[config.mk]
export PLATFORM = sky130hd
export DESIGN_NAME = owd_enable_sync
export DESIGN_NICKNAME = d
export VERILOG_FILES = /design/src/owd_pkg.sv /design/src/owd_enable_sync.sv
export SDC_FILE = /design/constraint.sdc
export NUM_CORES = 1
export LEC_CHECK = 0
export ABC_AREA = 1
export BUFFER_PORTS_ARGS = -buffer_cell sky130_fd_sc_hd__buf_2
export CAP_MARGIN = 20
export CORE_ASPECT_RATIO = 2
export CORE_UTILIZATION = 40
export CTS_CLUSTER_SIZE = 30
export DETAILED_ROUTE_END_ITERATION = 6
export SYNTH_ARGS = -nofsm -noshare
export SYNTH_HDL_FRONTEND = slang
export SYNTH_SLANG_ARGS = --single-unit
[constraint.sdc]
create_clock -name ref_clk -period 2.6 [get_ports ref_clk]
set_input_delay 0.39 -clock ref_clk [delete_from_list [all_inputs] [get_ports ref_clk]]
set_output_delay 0.39 -clock ref_clk [all_outputs]
set_load 0.02 [all_outputs]
[src/owd_pkg.sv]
// Behaviour
// RL1 - Sync character expected before every new instruction
// RL2 - Repeated instructions need sync only first
// RL3 - Count clock cycles over eight sync bits
// RL4 - No communication before enable sequence completes
// RL5 - Enable only with pin-function bit or override
// RL6 - Programmer pulls line low over 200 ns
// RL7 - Edge detector holds line low until clock stable
// RL8 - Programmer polls line high, then sends sync
// RL9 - Enabling sync serves the first instruction
// RL10 - Key clears locks, sets programming-started flag
// RL11 - Low-drive lasts 256 cycles of 32 MHz
// RL12 - No sync start in 65536 cycles disables
// RL13 - Sync too long or too short disables; code does so only before enable, later it sets the sync error flag
// RL14 - Self-disable drops requests, returns to disabled
// RL15 - High-voltage pulse forces debug pin, resets, halts
// RL16 - Programmer enables and keys before high-voltage timeout
// RL17 - High-voltage pulse only after power-on reset
// RL18 - Only power-on reset cancels pin override; code also cancels it at high-voltage timeout
// RL19 - Disable bit resets system, drops clock, clears keys
// RL20 - Programmer writes disable bit at session end
// RL21 - Sync character is fixed byte 0x55
// RL22 - Frame: start, eight data, even parity, two stops
// RL23 - Line is open-drain with pull-up
// RL24 - Start timeout runs from release to start edge
package owd_pkg;
	// ---------------------------------------------------------------
	// Timing
	// ---------------------------------------------------------------
	localparam int CLK_PERIOD_NS = 5;
	localparam int LOW_PULSE_MIN_NS = 200;
	localparam int LOW_PULSE_CYC = (LOW_PULSE_MIN_NS + CLK_PERIOD_NS - 1) / CLK_PERIOD_NS;
	localparam int OSC_WAIT_CYCLES = 256;
	localparam int OSC_FREQ_MHZ = 32;
	localparam int OSC_WAIT_NS = OSC_WAIT_CYCLES * 1000 / OSC_FREQ_MHZ;
	localparam int STARTUP_CYC = OSC_WAIT_NS / CLK_PERIOD_NS;
	localparam int START_TIMEOUT_CYC = 65536;
	localparam int HV_TIMEOUT_CYC = 400000;
	// ---------------------------------------------------------------
	// Sync character
	// ---------------------------------------------------------------
	localparam logic [7:0] SYNC_CHAR = 8'h55;
	localparam int SYNC_BITS = 8;
	localparam int SYNC_FALL_EDGES = 4;
	localparam int MIN_BIT_CYC = 8;
	localparam int MIN_SYNC_CYC = MIN_BIT_CYC * SYNC_BITS;
	// ---------------------------------------------------------------
	// Registers (word index)
	// ---------------------------------------------------------------
	localparam logic [1:0] REG_CTRL = 2'h0;
	localparam logic [1:0] REG_STATUS = 2'h1;
	localparam logic [1:0] REG_BAUD = 2'h2;
	localparam int CTRL_DIS_BIT = 0;
	localparam int CTRL_CLKSEL_LSB = 1;
	localparam logic [1:0] CLKSEL_RESET = 2'h3;
	localparam int STAT_ENABLED = 0;
	localparam int STAT_SYNC_EXP = 1;
	localparam int STAT_PROG = 2;
	localparam int STAT_HV = 3;
	localparam int STAT_HALT = 4;
	localparam int STAT_SYNC_ERR = 5;
	localparam int STAT_CLK_REQ = 6;
	localparam int STAT_PIN_DBG = 7;
	localparam int STAT_STATE_LSB = 8;

	typedef enum logic [2:0] {
		ST_OFF,
		ST_DRIVE,
		ST_WAIT_START,
		ST_MEAS,
		ST_ACTIVE
	} owd_state_e;
endpackage

[src/owd_enable_sync.sv]
// The register addresses and register access over Avalon-MM were left to the implementer.
`timescale 1ns/10ps
module owd_enable_sync #(
	parameter int START_TIMEOUT = owd_pkg::START_TIMEOUT_CYC,
	parameter int HV_TIMEOUT = owd_pkg::HV_TIMEOUT_CYC
) (
	input wire logic ref_clk, // 200 MHz clock
	input wire logic rst, // Power-on reset, sync, high
	input wire logic [1:0] address, // Avalon word address
	input wire logic read, // Avalon read
	input wire logic write, // Avalon write
	input wire logic [31:0] writedata, // Avalon write data
	input wire logic [3:0] byteenable, // Avalon byte enables
	output logic [31:0] readdata, // Avalon read data
	output logic waitrequest, // Avalon wait request
	input wire logic lineIn, // Port line level (pin)
	output logic lineOut, // Port line drive value
	output logic lineOeN, // Port line drive enable, low drives
	input wire logic pinFuseCfg, // Pin-function fuse bit (pin)
	input wire logic hvPulseIn, // High-voltage detector (pin)
	input wire logic oscStable, // Port oscillator stable (pin)
	input wire logic keyValid, // Programming key received, pulse
	input wire logic instrDone, // Instruction finished, pulse
	input wire logic repeatBody, // Repeat in progress
	output logic clkReq, // Port clock request
	output logic commEnable, // Serial link usable
	output logic syncExpected, // Next frame is a sync
	output logic [15:0] baudCount, // Cycles over eight sync bits
	output logic sysReset, // System reset pulse
	output logic cpuHalt, // Processor halted
	output logic lockClear, // Clear lock bits pulse
	output logic progStarted, // Programming-started flag
	output logic pinIsDebug, // Pin in debug function
	output logic [1:0] portClkSel // Port clock select
);
	// ---------------------------------------------------------------
	// Input synchronisers
	// ---------------------------------------------------------------
	logic [3:0] pinMeta_ff;
	logic [3:0] pinSync_ff;
	logic linePrev_ff;
	logic hvPrev_ff;

	always_ff @(posedge ref_clk)
	begin
		if (rst)
		begin
			pinMeta_ff <= 4'h7;
			pinSync_ff <= 4'h7;
			linePrev_ff <= 1'b1;
			hvPrev_ff <= 1'b1;
		end
		else
		begin
			pinMeta_ff <= {pinFuseCfg, oscStable, hvPulseIn, lineIn};
			pinSync_ff <= pinMeta_ff;
			linePrev_ff <= pinSync_ff[0];
			hvPrev_ff <= pinSync_ff[1];
		end
	end

	// ---------------------------------------------------------------
	// Core state
	// ---------------------------------------------------------------
	owd_pkg::owd_state_e state_ff, nxt_state;
	logic [16:0] cnt_ff, nxt_cnt;
	logic [7:0] lowCnt_ff, nxt_lowCnt;
	logic [2:0] edges_ff, nxt_edges;
	logic [31:0] hvTimer_ff, nxt_hvTimer;
	logic hvArmed_ff, nxt_hvArmed;
	logic hvOverride_ff, nxt_hvOverride;
	logic syncErr_ff, nxt_syncErr;
	logic [31:0] readdata_ff, nxt_readdata;
	logic waitReq_ff, nxt_waitReq;
	logic lineOut_ff, lineOeN_ff, nxt_lineOeN;
	logic clkReq_ff, nxt_clkReq;
	logic commEnable_ff, nxt_commEnable;
	logic syncExp_ff, nxt_syncExp;
	logic [15:0] baud_ff, nxt_baud;
	logic sysReset_ff, nxt_sysReset;
	logic cpuHalt_ff, nxt_cpuHalt;
	logic lockClear_ff, nxt_lockClear;
	logic prog_ff, nxt_prog;
	logic pinDbg_ff, nxt_pinDbg;
	logic [1:0] clkSel_ff, nxt_clkSel;

	logic lineFall;
	logic regWr;
	logic regRd;
	logic disWr;
	logic enableOk;
	logic syncBad;
	logic [16:0] measured;

	always_comb
	begin
		nxt_state = state_ff;
		nxt_cnt = cnt_ff;
		nxt_lowCnt = lowCnt_ff;
		nxt_edges = edges_ff;
		nxt_hvTimer = hvTimer_ff;
		nxt_hvArmed = hvArmed_ff;
		nxt_hvOverride = hvOverride_ff;
		nxt_syncErr = syncErr_ff;
		nxt_readdata = readdata_ff;
		nxt_lineOeN = 1'b1;
		nxt_clkReq = clkReq_ff;
		nxt_commEnable = commEnable_ff;
		nxt_syncExp = syncExp_ff;
		nxt_baud = baud_ff;
		nxt_sysReset = 1'b0;
		nxt_cpuHalt = cpuHalt_ff;
		nxt_lockClear = 1'b0;
		nxt_prog = prog_ff;
		nxt_clkSel = clkSel_ff;
		lineFall = linePrev_ff && !pinSync_ff[0];
		regWr = write && !waitReq_ff;
		regRd = read && waitReq_ff;
		disWr = regWr && (address == owd_pkg::REG_CTRL) && byteenable[0]
			&& writedata[owd_pkg::CTRL_DIS_BIT];
		enableOk = pinSync_ff[3] || hvOverride_ff; // [RL5]
		measured = cnt_ff + 17'h0_0001;
		syncBad = measured[16] || (measured < 17'(owd_pkg::MIN_SYNC_CYC)); // [RL13]

		// Bus slave: one wait cycle, then a single answer cycle
		nxt_waitReq = !((read || write) && waitReq_ff);
		if (regWr && (address == owd_pkg::REG_CTRL) && byteenable[0])
		begin
			nxt_clkSel = writedata[owd_pkg::CTRL_CLKSEL_LSB +: 2];
		end
		if (regRd)
		begin
			nxt_readdata = 32'h0000_0000;
			unique case (address)
				owd_pkg::REG_CTRL:
				begin
					nxt_readdata[owd_pkg::CTRL_CLKSEL_LSB +: 2] = clkSel_ff;
				end
				owd_pkg::REG_STATUS:
				begin
					nxt_readdata[owd_pkg::STAT_ENABLED] = commEnable_ff;
					nxt_readdata[owd_pkg::STAT_SYNC_EXP] = syncExp_ff;
					nxt_readdata[owd_pkg::STAT_PROG] = prog_ff;
					nxt_readdata[owd_pkg::STAT_HV] = hvOverride_ff;
					nxt_readdata[owd_pkg::STAT_HALT] = cpuHalt_ff;
					nxt_readdata[owd_pkg::STAT_SYNC_ERR] = syncErr_ff;
					nxt_readdata[owd_pkg::STAT_CLK_REQ] = clkReq_ff;
					nxt_readdata[owd_pkg::STAT_PIN_DBG] = pinDbg_ff;
					nxt_readdata[owd_pkg::STAT_STATE_LSB +: 3] = state_ff;
				end
				owd_pkg::REG_BAUD:
				begin
					nxt_readdata[15:0] = baud_ff;
				end
				default:
				begin
					nxt_readdata = 32'h0000_0000;
				end
			endcase
		end

		// Enable sequence and sync measurement
		unique case (state_ff)
			owd_pkg::ST_OFF:
			begin
				nxt_clkReq = 1'b0;
				nxt_commEnable = 1'b0;
				nxt_syncExp = 1'b0;
				if (enableOk && !pinSync_ff[0])
				begin
					nxt_lowCnt = lowCnt_ff + 8'h01;
					if (lowCnt_ff == 8'(owd_pkg::LOW_PULSE_CYC)) // [RL6]
					begin
						nxt_state = owd_pkg::ST_DRIVE;
						nxt_clkReq = 1'b1; // [RL7]
						nxt_lineOeN = 1'b0;
						nxt_cnt = 17'h0_0000;
						nxt_lowCnt = 8'h00;
					end
				end
				else
				begin
					nxt_lowCnt = 8'h00;
				end
			end
			owd_pkg::ST_DRIVE:
			begin
				nxt_lineOeN = 1'b0; // [RL7] [RL23]
				if (cnt_ff < 17'(owd_pkg::STARTUP_CYC))
				begin
					nxt_cnt = cnt_ff + 17'h0_0001; // [RL11]
				end
				else if (pinSync_ff[2])
				begin
					nxt_lineOeN = 1'b1;
					nxt_state = owd_pkg::ST_WAIT_START;
					nxt_cnt = 17'h0_0000; // [RL24]
				end
			end
			owd_pkg::ST_WAIT_START:
			begin
				nxt_cnt = cnt_ff + 17'h0_0001;
				if (lineFall)
				begin
					nxt_state = owd_pkg::ST_MEAS; // [RL24]
					nxt_cnt = 17'h0_0000;
					nxt_edges = 3'h0;
				end
				else if (cnt_ff == 17'(START_TIMEOUT - 1))
				begin
					nxt_state = owd_pkg::ST_OFF; // [RL12] [RL14]
					nxt_clkReq = 1'b0;
				end
			end
			owd_pkg::ST_MEAS:
			begin
				nxt_cnt = cnt_ff + 17'h0_0001; // [RL3]
				if (lineFall)
				begin
					nxt_edges = edges_ff + 3'h1;
				end
				if (cnt_ff[16] || (lineFall && edges_ff == 3'(owd_pkg::SYNC_FALL_EDGES - 1)))
				begin
					// Fourth data fall of 0x55 closes eight bit times [RL21] [RL22]
					if (syncBad && !commEnable_ff)
					begin
						nxt_state = owd_pkg::ST_OFF; // [RL13] [RL14]
						nxt_clkReq = 1'b0;
					end
					else if (syncBad)
					begin
						nxt_state = owd_pkg::ST_ACTIVE;
						nxt_syncErr = 1'b1;
					end
					else
					begin
						nxt_state = owd_pkg::ST_ACTIVE;
						nxt_baud = measured[15:0]; // [RL3]
						nxt_commEnable = 1'b1; // [RL4]
						nxt_syncExp = 1'b0; // [RL9]
						nxt_syncErr = 1'b0;
					end
				end
			end
			owd_pkg::ST_ACTIVE:
			begin
				if (syncExp_ff && lineFall)
				begin
					nxt_state = owd_pkg::ST_MEAS; // [RL1]
					nxt_cnt = 17'h0_0000;
					nxt_edges = 3'h0;
				end
				else if (instrDone && !repeatBody)
				begin
					nxt_syncExp = 1'b1; // [RL1] [RL2]
				end
				if (keyValid)
				begin
					nxt_lockClear = 1'b1; // [RL10]
					nxt_prog = 1'b1;
				end
			end
		endcase

		// High-voltage override and unlock timeout
		if (pinSync_ff[1] && !hvPrev_ff)
		begin
			nxt_hvOverride = 1'b1; // [RL15]
			nxt_sysReset = 1'b1;
			nxt_cpuHalt = 1'b1;
			nxt_hvArmed = 1'b1;
			nxt_hvTimer = 32'h0000_0000;
		end
		else if (hvArmed_ff)
		begin
			nxt_hvTimer = hvTimer_ff + 32'h0000_0001;
			if (keyValid && commEnable_ff)
			begin
				nxt_hvArmed = 1'b0; // [RL15]
				nxt_cpuHalt = 1'b0;
			end
			else if (hvTimer_ff == 32'(HV_TIMEOUT - 1))
			begin
				nxt_hvArmed = 1'b0; // [RL15]
				nxt_cpuHalt = 1'b0;
				nxt_hvOverride = 1'b0;
				nxt_sysReset = 1'b1;
				nxt_state = owd_pkg::ST_OFF;
				nxt_clkReq = 1'b0;
				nxt_commEnable = 1'b0;
				nxt_syncExp = 1'b0;
				nxt_prog = 1'b0;
			end
		end

		// Regular disable wins over everything but the override
		if (disWr)
		begin
			nxt_state = owd_pkg::ST_OFF; // [RL19]
			nxt_sysReset = 1'b1;
			nxt_cpuHalt = 1'b0;
			nxt_hvArmed = 1'b0;
			nxt_clkReq = 1'b0;
			nxt_commEnable = 1'b0;
			nxt_syncExp = 1'b0;
			nxt_prog = 1'b0;
			nxt_syncErr = 1'b0;
			nxt_lineOeN = 1'b1;
			nxt_clkSel = owd_pkg::CLKSEL_RESET;
		end
		nxt_pinDbg = pinSync_ff[3] || nxt_hvOverride; // [RL18]
	end

	always_ff @(posedge ref_clk)
	begin
		if (rst)
		begin
			state_ff <= owd_pkg::ST_OFF;
			cnt_ff <= 17'h0_0000;
			lowCnt_ff <= 8'h00;
			edges_ff <= 3'h0;
			hvTimer_ff <= 32'h0000_0000;
			hvArmed_ff <= 1'b0;
			hvOverride_ff <= 1'b0; // [RL18]
			syncErr_ff <= 1'b0;
			readdata_ff <= 32'h0000_0000;
			waitReq_ff <= 1'b1;
			lineOut_ff <= 1'b0;
			lineOeN_ff <= 1'b1;
			clkReq_ff <= 1'b0;
			commEnable_ff <= 1'b0;
			syncExp_ff <= 1'b0;
			baud_ff <= 16'h0000;
			sysReset_ff <= 1'b0;
			cpuHalt_ff <= 1'b0;
			lockClear_ff <= 1'b0;
			prog_ff <= 1'b0;
			pinDbg_ff <= 1'b0;
			clkSel_ff <= owd_pkg::CLKSEL_RESET;
		end
		else
		begin
			state_ff <= nxt_state;
			cnt_ff <= nxt_cnt;
			lowCnt_ff <= nxt_lowCnt;
			edges_ff <= nxt_edges;
			hvTimer_ff <= nxt_hvTimer;
			hvArmed_ff <= nxt_hvArmed;
			hvOverride_ff <= nxt_hvOverride;
			syncErr_ff <= nxt_syncErr;
			readdata_ff <= nxt_readdata;
			waitReq_ff <= nxt_waitReq;
			lineOut_ff <= 1'b0;
			lineOeN_ff <= nxt_lineOeN;
			clkReq_ff <= nxt_clkReq;
			commEnable_ff <= nxt_commEnable;
			syncExp_ff <= nxt_syncExp;
			baud_ff <= nxt_baud;
			sysReset_ff <= nxt_sysReset;
			cpuHalt_ff <= nxt_cpuHalt;
			lockClear_ff <= nxt_lockClear;
			prog_ff <= nxt_prog;
			pinDbg_ff <= nxt_pinDbg;
			clkSel_ff <= nxt_clkSel;
		end
	end

	// ---------------------------------------------------------------
	// Outputs
	// ---------------------------------------------------------------
	assign readdata = readdata_ff;
	assign waitrequest = waitReq_ff;
	assign lineOut = lineOut_ff;
	assign lineOeN = lineOeN_ff;
	assign clkReq = clkReq_ff;
	assign commEnable = commEnable_ff;
	assign syncExpected = syncExp_ff;
	assign baudCount = baud_ff;
	assign sysReset = sysReset_ff;
	assign cpuHalt = cpuHalt_ff;
	assign lockClear = lockClear_ff;
	assign progStarted = prog_ff;
	assign pinIsDebug = pinDbg_ff;
	assign portClkSel = clkSel_ff;
endmodule

Yosys cells after proc, flatten, opt, wreduce, memory -nomap -nowiden
Index checks and enable logic that the tools add are counted.
{ "op_classes": {"n_reduce_logical": 38, "mux": 90, "n_addsub": 4, "n_lt_le_gt_ge": 2, "eq_ne": 16, "bitwise": 3} }
{ "ops": {"columns": ["operator", "count"], "rows": [
  ["two-way mux 17 bit", 6],
  ["one-hot mux 17 bit (5 select lines)", 1],
  ["two-way mux 1 bit", 55],
  ["two-way mux 3 bit", 16],
  ["adder 32 x 1 -> 32 bit, second input constant", 1],
  ["equality test 32 x 19 -> 1 bit, second input constant", 1],
  ["adder 17 x 1 -> 17 bit, second input constant", 1],
  ["equality test 17 x 16 -> 1 bit, second input constant", 1],
  ["< comparator 17 x 11 -> 1 bit, second input constant", 1],
  ["< comparator 17 x 7 -> 1 bit, second input constant", 1],
  ["two-way mux 8 bit", 2],
  ["one-hot mux 8 bit (2 select lines)", 1],
  ["one-hot mux 3 bit (5 select lines)", 1],
  ["logical AND 1 bit", 14],
  ["AND reduction 4 bit", 3],
  ["!= test 2 bit, second input constant", 5],
  ["equality test 3 x 2 -> 1 bit, second input constant", 3],
  ["one-hot mux 3 bit (3 select lines)", 1],
  ["adder 8 x 1 -> 8 bit, second input constant", 1],
  ["equality test 8 x 6 -> 1 bit, second input constant", 1],
  ["zero test 1 bit", 6],
  ["one-hot mux 1 bit (2 select lines)", 3],
  ["one-hot mux 1 bit (3 select lines)", 2],
  ["one-hot mux 2 bit (3 select lines)", 1],
  ["other kinds (16)", 25]
]} }
{ "word_totals": {"reg_bits": 120, "inputBits": 49, "out_inout_bits": 61, "word_cells": 178} }

Logic depth before layout (Yosys ltp)
Gate-level depths: netlist of the first run.
{ "logic_depth": {"word_depth": 11, "mapped_depth": 17, "depth_no_buf": 17} }

Worst setup path after synthesis of the first run
OpenSTA, ideal clock, no wires.
{ "synth_timing": {"path_type": "register to register", "from": "register cnt_ff[1]", "to": "register baud_ff[9] (netlist: baudCount[9])", "setup_time_ps": 131, "arrival_time_ps": 1891, "required_ps": 2469, "path_slack_ps": 578, "n_path_buf": 1, "period_less_slack_ps": 2022, "stages_incl_launch_ff": 13, "cell_sequence": "dfxtp_1 > ha_1 > nand2_1 > nor2_2 > nand4_1 > nor4_1 > ha_1 > inv_1 > a21oi_4 > nand2_4 > buf_6 > nand2_1 > a21oi_2"} }
{ "synth_via": {"elab_chain_cells": 6, "elab_cells_between_ends": 7, "cone_classes": "add/sub (1); order compare (1); bitwise (2); reduce/logical (3)"} }
{ "synth_rtl": {"columns": ["item", "line_no", "rtl"], "rows": [
  ["from (decl)", "owd_enable_sync.sv:66", "logic [16:0] cnt_ff, nxt_cnt;"],
  ["from (signal assigned)", "owd_enable_sync.sv:344", "cnt_ff <= nxt_cnt;"],
  ["adder 17 x 1 -> 17 bit *", "owd_enable_sync.sv:122", "measured = cnt_ff + 17'h0_0001;"],
  ["< comparator 17 x 7 -> 1 bit", "owd_enable_sync.sv:123", "syncBad = measured[16] || (measured < 17'(owd_pkg::MIN_SYNC_CYC));"],
  ["logical OR 1 bit", "owd_enable_sync.sv:123", null],
  ["logical AND 1 bit", "owd_enable_sync.sv:225", "if (syncBad && !commEnable_ff)"],
  ["NOT 1 bit (no source line)", null, null],
  ["AND reduction 4 bit (no source line)", null, null],
  ["to (signal assigned)", "owd_enable_sync.sv:358", "baud_ff <= nxt_baud;"],
  ["to (decl)", "owd_enable_sync.sv:79", "logic [15:0] baud_ff, nxt_baud;"]
]} }
Mark *: on every way between the ends. The rest lies on a longest branch, timed or not.
A chain may end at the register's enable or synchronous reset.

Worst setup path after layout of the first run
{ "layout_timing": {"from": "register cnt_ff[1]", "to": "register baud_ff[0] (netlist: baudCount[0])"} }
{ "layout_via": {"elab_chain_cells": 6, "elab_cells_between_ends": 7, "cone_classes": "add/sub (1); order compare (1); bitwise (2); reduce/logical (3)"} }
{ "layout_rtl": {"columns": ["item", "line_no"], "rows": [
  ["adder 17 x 1 -> 17 bit *", "owd_enable_sync.sv:122"],
  ["< comparator 17 x 7 -> 1 bit", "owd_enable_sync.sv:123"],
  ["logical OR 1 bit *", "owd_enable_sync.sv:123"],
  ["logical AND 1 bit", "owd_enable_sync.sv:225"],
  ["NOT 1 bit (no source line)", null],
  ["AND reduction 4 bit (no source line) *", null]
]} }
Marks and branches as above.

==> results.cfg, run 1 <==
[placement]
routabilityCongestion = 0.894
hpwl_um = 13000
port-buffer-count = 60
dp_cells = 1100

[floorplan]
ios = 110
start_util_pct = 41.1
fp.dieW_um = 88.1
rows = 62
core-area_um2 = 14400
die_h_um = 174
die_area_um2 = 15400

[routing]
vias = 5673
drc_errors = 0
wl_per_cell_um = 14.7
vias_per_cell = 5.01
postRouteAntennaNets = 0
routed_wl_um = 16700
drtPass1Iterations = 6
drt-initial-drc-count = 218

[clock_network]
cts_buffer_depth = 2
cts_setup_buffers = 0
clock_sinks = 120
cts_tree = done
hold_buffers = 0
clock_latency_ps = 420
numCtsBuffers = 17
path_clk_slew_ps = 60
postCtsResizedCells = 0
cts_root_buf = clkbuf_16
h-tree-depth = 4

[timing]
hold_viol = 0
fmax_mhz = 447
tns_ps = 0
worstMarginPinSlew_ps = 616
finalCriticalPeriod_ps = 2240
setup_viol = 0
slew_violations = 0
max_slew_margin_pct = 58.8
finClkSkew_ps = 16.5
grt_setup_unrepaired = false
period_share_pct = 86.1

[outcome]
outcome = finished, final reports clean

[power]
ir_drop_mv = 0.433
power_switching_share_pct = 25.4
netSwitchingPower_mw = 1.23
p_per_area_nw_per_um2 = 682
power_frac_comb_pct = 7.9
power_frac_seq_pct = 39.3
leakagePower_nw = 3.00
intPower_mw = 3.60
clock_power_share_pct = 52.8

[yosys]
synthFlopType = dfxtp_1
ys_ff_latch = 120
syn_area_um2 = 5940
ys_warn_count = 0
synth.distinct_cells = 43
syn_avg_cell_area_um2 = 6.96
async_reset_ff_share_pct = 0
ys_seq_area_share_pct = 40.5
postSynthCellCount = 853
synth-edff-count = 0

[layout]
area_delta_synth_final_pct = 19.1
layout-drive-gt1-share_pct = 14.7
diodes = 0
nNetsFinal = 987
final_cells = 1132

[worst_hold_path]
worst_hold_path_type = in -> reg

[grt]
grt_max_degree = 44
grt_antenna_before_repair = 0
grt_pass1_vias = 5491
gr-total-overflow = 0
grt_pass1_wl_um = 26000
grt_usage_pct = 22.6

[critical_path]
critPathLaunchType = register
crit_path_end_kind = register
crit_type = reg -> reg
crit_path_max_fanout = 18
cp.arrival_ps = 2510
required_ps = 2870

[run]
cap_violations = 0
synth_stat cells, types with 2 or more instances:
library cell / number / share of area [%]
a211oi_1: 4 / 0.51
a21oi_1: 90 / 7.6
a21oi_2: 5 / 0.74
a31oi_1: 4 / 0.42
and3_1: 4 / 0.42
buf_4: 17 / 2.1
buf_6: 2 / 0.38
clkbuf_1: 14 / 0.89
dfxtp_1: 120 / 40
ha_1: 11 / 2.3
inv_1: 120 / 7.6
inv_2: 4 / 0.25
nand2_1: 208 / 13
nand2_2: 2 / 0.21
nand2_4: 2 / 0.38
nand3_1: 51 / 4.3
nand3b_1: 3 / 0.38
nand4_1: 23 / 2.4
nor2_1: 56 / 3.5
nor2_2: 5 / 0.53
nor2_4: 4 / 0.76
nor3_1: 22 / 1.9
nor4_1: 9 / 0.95
o211ai_1: 5 / 0.63
o21a_1: 2 / 0.25
o21ai_0: 34 / 2.9
o22ai_1: 2 / 0.21
or2_2: 9 / 0.95
xor2_1: 7 / 1.0
layer usage:
| metal | GRT usage (%) | vias to the layer above | wire length (µm) |
|---|---|---|---|
| met5 | 0 | - | 0 |
| met4 | 15.3 | 0 | 878 |
| met3 | 4.04 | 45 | 437 |
| met2 | 44.7 | 125 | 9720 |
| met1 | 19.1 | 2595 | 5650 |
| li1 | - | 2908 | - |
power groups by stage:
stage	Clock, mW	Sequential, mW	Combinational, mW
final	2.55	1.90	0.382
after global routing	2.67	1.90	0.423
after CTS	2.59	1.89	0.382
after detailed placement	0	1.93	0.381
after global placement	0	1.93	0.380
after floorplan	0	1.94	0.258
cells in the final DEF (no fill, tap or decap), types with 7 or more instances in the layout:
master	synthesis	layout
a21oi_1	90	90
buf_2	1	60
o21ai_0	34	34
dfxtp_1	120	120
inv_1	120	120
nand2_1	208	208
clkbuf_16	0	17
ha_1	11	11
nor2_1	56	56
nand4_1	23	23
or2_2	9	9
nor4_1	9	9
xor2_1	7	7
conb_1	1	17
buf_4	17	14
nor3_1	22	22
nand3_1	51	51
cells by family (layout without fill, tap and decap cells):
family          after synthesis  count (layout)  share of synthesized area [%]
simple gates                400             400                           30.1
buf+inv                     159             230                           11.4
compound gates              155             155                           14.6
flops                       120             120                           40.5
fa+ha+maj                    11              11                           2.32
xor+xnor                      7               7                           1.03
other cells                   1              17                         0.0632
worst paths after layout:
check                startpoint            end  slack (ps)  cells after the start
setup / recovery      cnt_ff[1]   baudCount[0]         360                     10
hold / removal        oscStable  pinMeta_ff[2]         150                      2
setup reg to reg      cnt_ff[1]   baudCount[0]         360                     10
hold reg to reg   pinMeta_ff[2]  pinSync_ff[2]         410                      1
per-stage QoR:
| step | area [µm²] | util (%) | worst slack (ps) | power (mW) | hold WS, ps |
|---|---|---|---|---|---|
| 6_report | 7070 | 49.0 | 361 | 4.83 | 151 |
| 5_1_grt | 7070 | 49.0 | 198 | 4.99 | 149 |
| 4_1_cts | 7070 | 49.0 | 380 | 4.87 | 149 |
| 3_5_place_dp | 6430 | 44.6 | 399 | 2.32 | 393 |
| 3_3_place_gp | 6430 | 44.6 | 420 | 2.32 | 393 |
| 2_1_floorplan | 6000 | - | 578 | 2.20 | 388 |
flip-flops by register name, indices dropped and copies added (netlist names), 2 cells and up:
| signal | cells |
|---|---|
| edges_ff | 3 |
| lowCnt_ff | 8 |
| readdata | 16 |
| cnt_ff | 17 |
| pinMeta_ff | 4 |
| portClkSel | 2 |
| state_ff | 3 |
| pinSync_ff | 4 |
| hvTimer_ff | 32 |
| baudCount | 16 |
final cells by class:
cell class / instances / area, µm²
repair buffers: 74 / 405
well taps: 192 / 240
flip-flops and latches: 120 / 2400
inverters: 124 / 465
clock inverters: 14 / 213
fillers: 1519 / 7360
multi-input cells: 590 / 2920
clock buffers: 18 / 429
critical path: stages (launching register included):
cell and delay (ps):
dfxtp_1 360, ha_1 220, nand3_1 140, nor2_1 190, nand3_1 120, xor2_1 260, nor2_2 110, a21oi_4 290
nand2_4 210, nand2_1 110, a21oi_1 70
No activity file was read; power rests on OpenSTA's default activity.
==> run 2, diff against run 1 <==
==> constraint.sdc (replaced) <==
create_clock -name ref_clk -period 2.6 [get_ports ref_clk]
set_input_delay 0.26 -clock ref_clk [delete_from_list [all_inputs] [get_ports ref_clk]]
set_output_delay 0.26 -clock ref_clk [all_outputs]
set_load 0.02 [all_outputs]
==> results.cfg, run 2 (synthesis results as in run 1) <==
[placement]
placed_area_um2 = 6410
routabilityCongestion = 0.901
port-buffer-count = 60
hpwl_um = 12700
dp_cells = 1097

[grt]
grt_max_degree = 65
grt_pass1_vias = 5563
grt_pass1_wl_um = 26100
grt_usage_pct = 22.6
gr-total-overflow = 0
grt_antenna_before_repair = 0

[power]
netSwitchingPower_mw = 1.25
power_frac_comb_pct = 8.1
intPower_mw = 3.40
ir_drop_mv = 0.454
power_frac_seq_pct = 40.8
leakagePower_nw = 2.96
p_per_area_nw_per_um2 = 662
power_switching_share_pct = 26.8
clock_power_share_pct = 51.1

[layout]
top_regs = hvTimer_ff x32, cnt_ff x17
final_cells = 1130
layout_common_cells = nand2_1, inv_1, dfxtp_1, a21oi_1, buf_2
diodes = 0
largest_reg_flops = 32
layout_commonest_cell = nand2_1
final_area_um2 = 7010
final_core_util_pct = 48.6
area_delta_synth_final_pct = 18.1
layout-drive-gt1-share_pct = 14.6
top_register = hvTimer_ff
nNetsFinal = 985

[outcome]
outcome = finished, final reports clean

[routing]
drt-initial-drc-count = 216
wl_per_cell_um = 14.7
drc_errors = 0
drtPass1Iterations = 4
routed_wl_um = 16600
vias = 5718
vias_per_cell = 5.06
postRouteAntennaNets = 0

[timing]
tns_ps = 0
hold_viol = 0
setup_viol = 0
max_slew_margin_pct = 52.7
fmax_mhz = 445
worstMarginPinSlew_ps = 710
slew_violations = 0
period_share_pct = 86.5
finalCriticalPeriod_ps = 2250
finClkSkew_ps = 12.1
grt_setup_unrepaired = false
fin_hold_ws_ps = 27.2

[clock_network]
postCtsResizedCells = 0
hold_buffers = 0
clock_sinks = 120
cts_root_buf = clkbuf_16
cts_tree = done
cts_buffer_depth = 2
clock_latency_ps = 420
cts_setup_buffers = 0
h-tree-depth = 4
numCtsBuffers = 17
path_clk_slew_ps = 60

[floorplan]
fp.dieW_um = 88.1
rows = 62
die_area_um2 = 15400
start_util_pct = 41.1
die_h_um = 174
core-area_um2 = 14400
ios = 110

[worst_hold_path]
worst_hold_path_type = in -> reg

[run]
cap_violations = 0

[critical_path]
crit_path_end_kind = register
crit_path_max_fanout = 9
critPathLaunchType = register
cp.arrival_ps = 2600
crit_type = reg -> reg
required_ps = 2950
run 2: changes by cell type in the layout (fill, tap and decap cells not counted), moves of 2 or more:
| cell | previous run | this run |
|---|---|---|
| inv_6 | 4 | 6 |
| clkinv_4 | 4 | 2 |
| bufinv_16 | 4 | 2 |
| clkinvlp_4 | 0 | 2 |
| buf_4 | 14 | 11 |
| clkinv_2 | 0 | 2 |
run 2: through the flow:
stage	setup slack (ps)	power (mW)
floorplan	578	2.20
global placement	234	2.31
detailed placement	194	2.31
CTS	192	4.70
global route	150	4.83
finish	350	4.64
run 2: path summary, 6_finish.rpt:
| kind | from | end | slack [ps] | depth (start not counted) |
|---|---|---|---|---|
| setup / recovery | cnt_ff[1] | baudCount[9] | 350 | 10 |
| hold / removal | oscStable | pinMeta_ff[2] | 30 | 2 |
| setup reg to reg | cnt_ff[1] | baudCount[9] | 350 | 10 |
| hold reg to reg | pinMeta_ff[3] | pinSync_ff[3] | 400 | 2 |
run 2: layer usage:
layer | wire length [µm] | part of all wire [%] | GRT usage [%]
met5 | 0 | 0 | 0
met4 | 1060 | 6.4 | 15.9
met3 | 482 | 2.9 | 3.61
met2 | 9480 | 57 | 44.0
met1 | 5580 | 34 | 19.7
run 2: critical path, stage by stage, from the launching register on:
cell,delay [ps]
dfxtp_1,370
ha_1,220
nand3_1,130
nor2_1,240
nand3_1,130
xor2_1,250
nor2_2,100
a21oi_4,280
buf_4,210
nand3_1,110
a21oi_2,150
run 2: area by class of cell:
class,count,area (µm²)
Clock buffer,17,425
Sequential cell,120,2400
Fill cell,1512,7420
Timing Repair Buffer,72,394
Clock inverter,15,166
Multi-Input combinational cell,590,2920
Tap cell,192,240
Inverter,124,465
run 2: power by group through the flow:
stage               registers [mW]  clock network, mW  logic [mW]
CTS                           1.89               2.42       0.378
finish                        1.89               2.37       0.377
floorplan                     1.94                  0       0.258
detailed placement            1.93                  0       0.377
global route                  1.90               2.50       0.427
global placement              1.93                  0       0.378
==> run 3, diff against run 2 <==
--- a/config.mk
+++ b/config.mk
@@ -10,6 +10,7 @@
 export CAP_MARGIN = 20
 export CORE_ASPECT_RATIO = 2
 export CORE_UTILIZATION = 40
+export CTS_BUF_LIST = sky130_fd_sc_hd__clkbuf_8
 export CTS_CLUSTER_SIZE = 30
 export DETAILED_ROUTE_END_ITERATION = 6
 export SYNTH_ARGS = -nofsm -noshare
==> constraint.sdc (replaced) <==
create_clock -name ref_clk -period 2.6 [get_ports ref_clk]
set_input_delay 0.26 -clock ref_clk [delete_from_list [all_inputs] [get_ports ref_clk]]
set_output_delay 0.26 -clock ref_clk [all_outputs]
set_load 0.01 [all_outputs]
==> results.cfg, run 3 (synthesis results as in run 1) <==
[grt]
gr-total-overflow = 0
busiest_layer = met2
global_route.usage.met1_pct = 19.7
grt_antenna_before_repair = 0
grt_pass1_vias = 5532
use_met2_pct = 44.0
grt_usage_pct = 22.5
grt_pass1_wl_um = 26000
grt_util_met3_pct = 3.94
grt_max_degree = 65

[critical_path]
cp_common_cell = nand3_1
r2r_cells = 10
crit_buf_inv = 1
required_ps = 2960
rr_endpoint = baudCount[0]
crit_start = cnt_ff[1]
cp_top_family = simple AND/OR/NAND/NOR gates
critPathLaunchType = register
crit_path_end_kind = register
cp.arrival_ps = 2600
crit_chain = ha_1 > nand3_1 > nor2_1 > nand3_1 > xor2_1 > nor2_2 > a21oi_4 > buf_4 > nand3_1 > a21oi_1
crit_path_max_fanout = 9
max_stage_delay_ps = 370
slowest_stage = dfxtp_1
crit_type = reg -> reg
cp_num_cells = 10
reg2reg_from = cnt_ff[1]
cp-endpoint = baudCount[0]
ff2ff_setup_slack_ps = 370

[clock_network]
postCtsResizedCells = 0
clock_latency_ps = 450
numCtsBuffers = 17
cts_root_buf = clkbuf_8
path_clk_slew_ps = 80
cts_buffer_depth = 2
clock_sinks = 120
cts_tree = done
h-tree-depth = 4

[floorplan]
rows = 62
die_area_um2 = 15400
ios = 110
fp.dieW_um = 88.1
die_h_um = 174
start_util_pct = 41.1
core-area_um2 = 14400

[routing]
drt-initial-drc-count = 250
postRouteAntennaNets = 0
vias_per_cell = 5.00
wl_per_cell_um = 14.6
drc_errors = 0
drtPass1Iterations = 5
routed_wl_um = 16500
vias = 5668

[power]
p_per_area_nw_per_um2 = 582
p_total_mw = 3.99
ir_drop_mv = 0.328
leakagePower_nw = 2.89

[timing]
fmax_mhz = 448
slew_violations = 0
setup_viol = 0
finalCriticalPeriod_ps = 2230
worstMarginPinSlew_ps = 698
period_share_pct = 85.9
grt_setup_unrepaired = false
worst_slack_ps = 367
max_slew_margin_pct = 53.5
tns_ps = 0
finClkSkew_ps = 18.9
hold_viol = 0

[layout]
layout_commonest_cell = nand2_1
layout-drive-gt1-share_pct = 14.6
final_area_um2 = 6850
final_cells = 1133
top_register = hvTimer_ff
nNetsFinal = 988
area_delta_synth_final_pct = 15.4
diodes = 0
top_regs = hvTimer_ff x32, cnt_ff x17
largest_reg_flops = 32
layout_common_cells = nand2_1, inv_1, dfxtp_1, a21oi_1, buf_2

[placement]
routabilityCongestion = 0.901
placed_area_um2 = 6410
place_ws_ps = 194
port-buffer-count = 60
hpwl_um = 12700
dp_cells = 1097

[worst_hold_path]
hp-start = pinFuseCfg
worst_hold_path_type = in -> reg

[run]
cap_violations = 0

[outcome]
outcome = finished, final reports clean
[run 3: power breakdown]
group	switching (mW)	internal [mW]	leakage (nW)
registers	0.0245	1.87	0.970
clock network	0.860	0.874	0.200
logic	0.264	0.0978	1.72
total	1.15	2.84	2.89
[run 3: worst min-delay path, delay by kind of cell]
kind / cells / cell delay [ps]
buffers and inverters: 2 / 110
AND/OR/NAND/NOR: 1 / 60
[run 3: metrics by stage]
step	hold WS (ps)	utilization, %
after CTS	17.8	47.4
after global routing	20.1	47.5
after global placement	394	44.4
after detailed placement	396	44.4
final	33.9	47.5
after floorplan	364	-
[run 3: worst min-delay path by stage]
stage | slack, ps | end | cells after the start
after floorplan | 360 | pinMeta_ff[0] | 1
after global placement | 390 | pinSync_ff[2] | 1
after detailed placement | 400 | pinSync_ff[3] | 2
after CTS | 20 | waitrequest | 2
after global routing | 20 | waitrequest | 2
final | 30 | pinMeta_ff[3] | 3
[run 3: cell type report]
cell class	instances	area [µm²]
Tap cell	192	240
Inverter	124	465
Fill cell	1539	7580
Multi-Input combinational cell	590	2920
Timing Repair Buffer	75	424
Clock buffer	17	234
Sequential cell	120	2400
Clock inverter	15	166
[run 3: per-layer routing]
metal / vias to the layer above / part of all wire [%]
li1: 2893 / -
met1: 2599 / 35
met2: 120 / 57
met3: 56 / 2.1
met4: 0 / 6.0
met5: - / 0
[run 3: timing repair]
action                    CTS  global route
hold buffers                3             0
buffers inserted            0             0
hold endpoints to repair    3             0
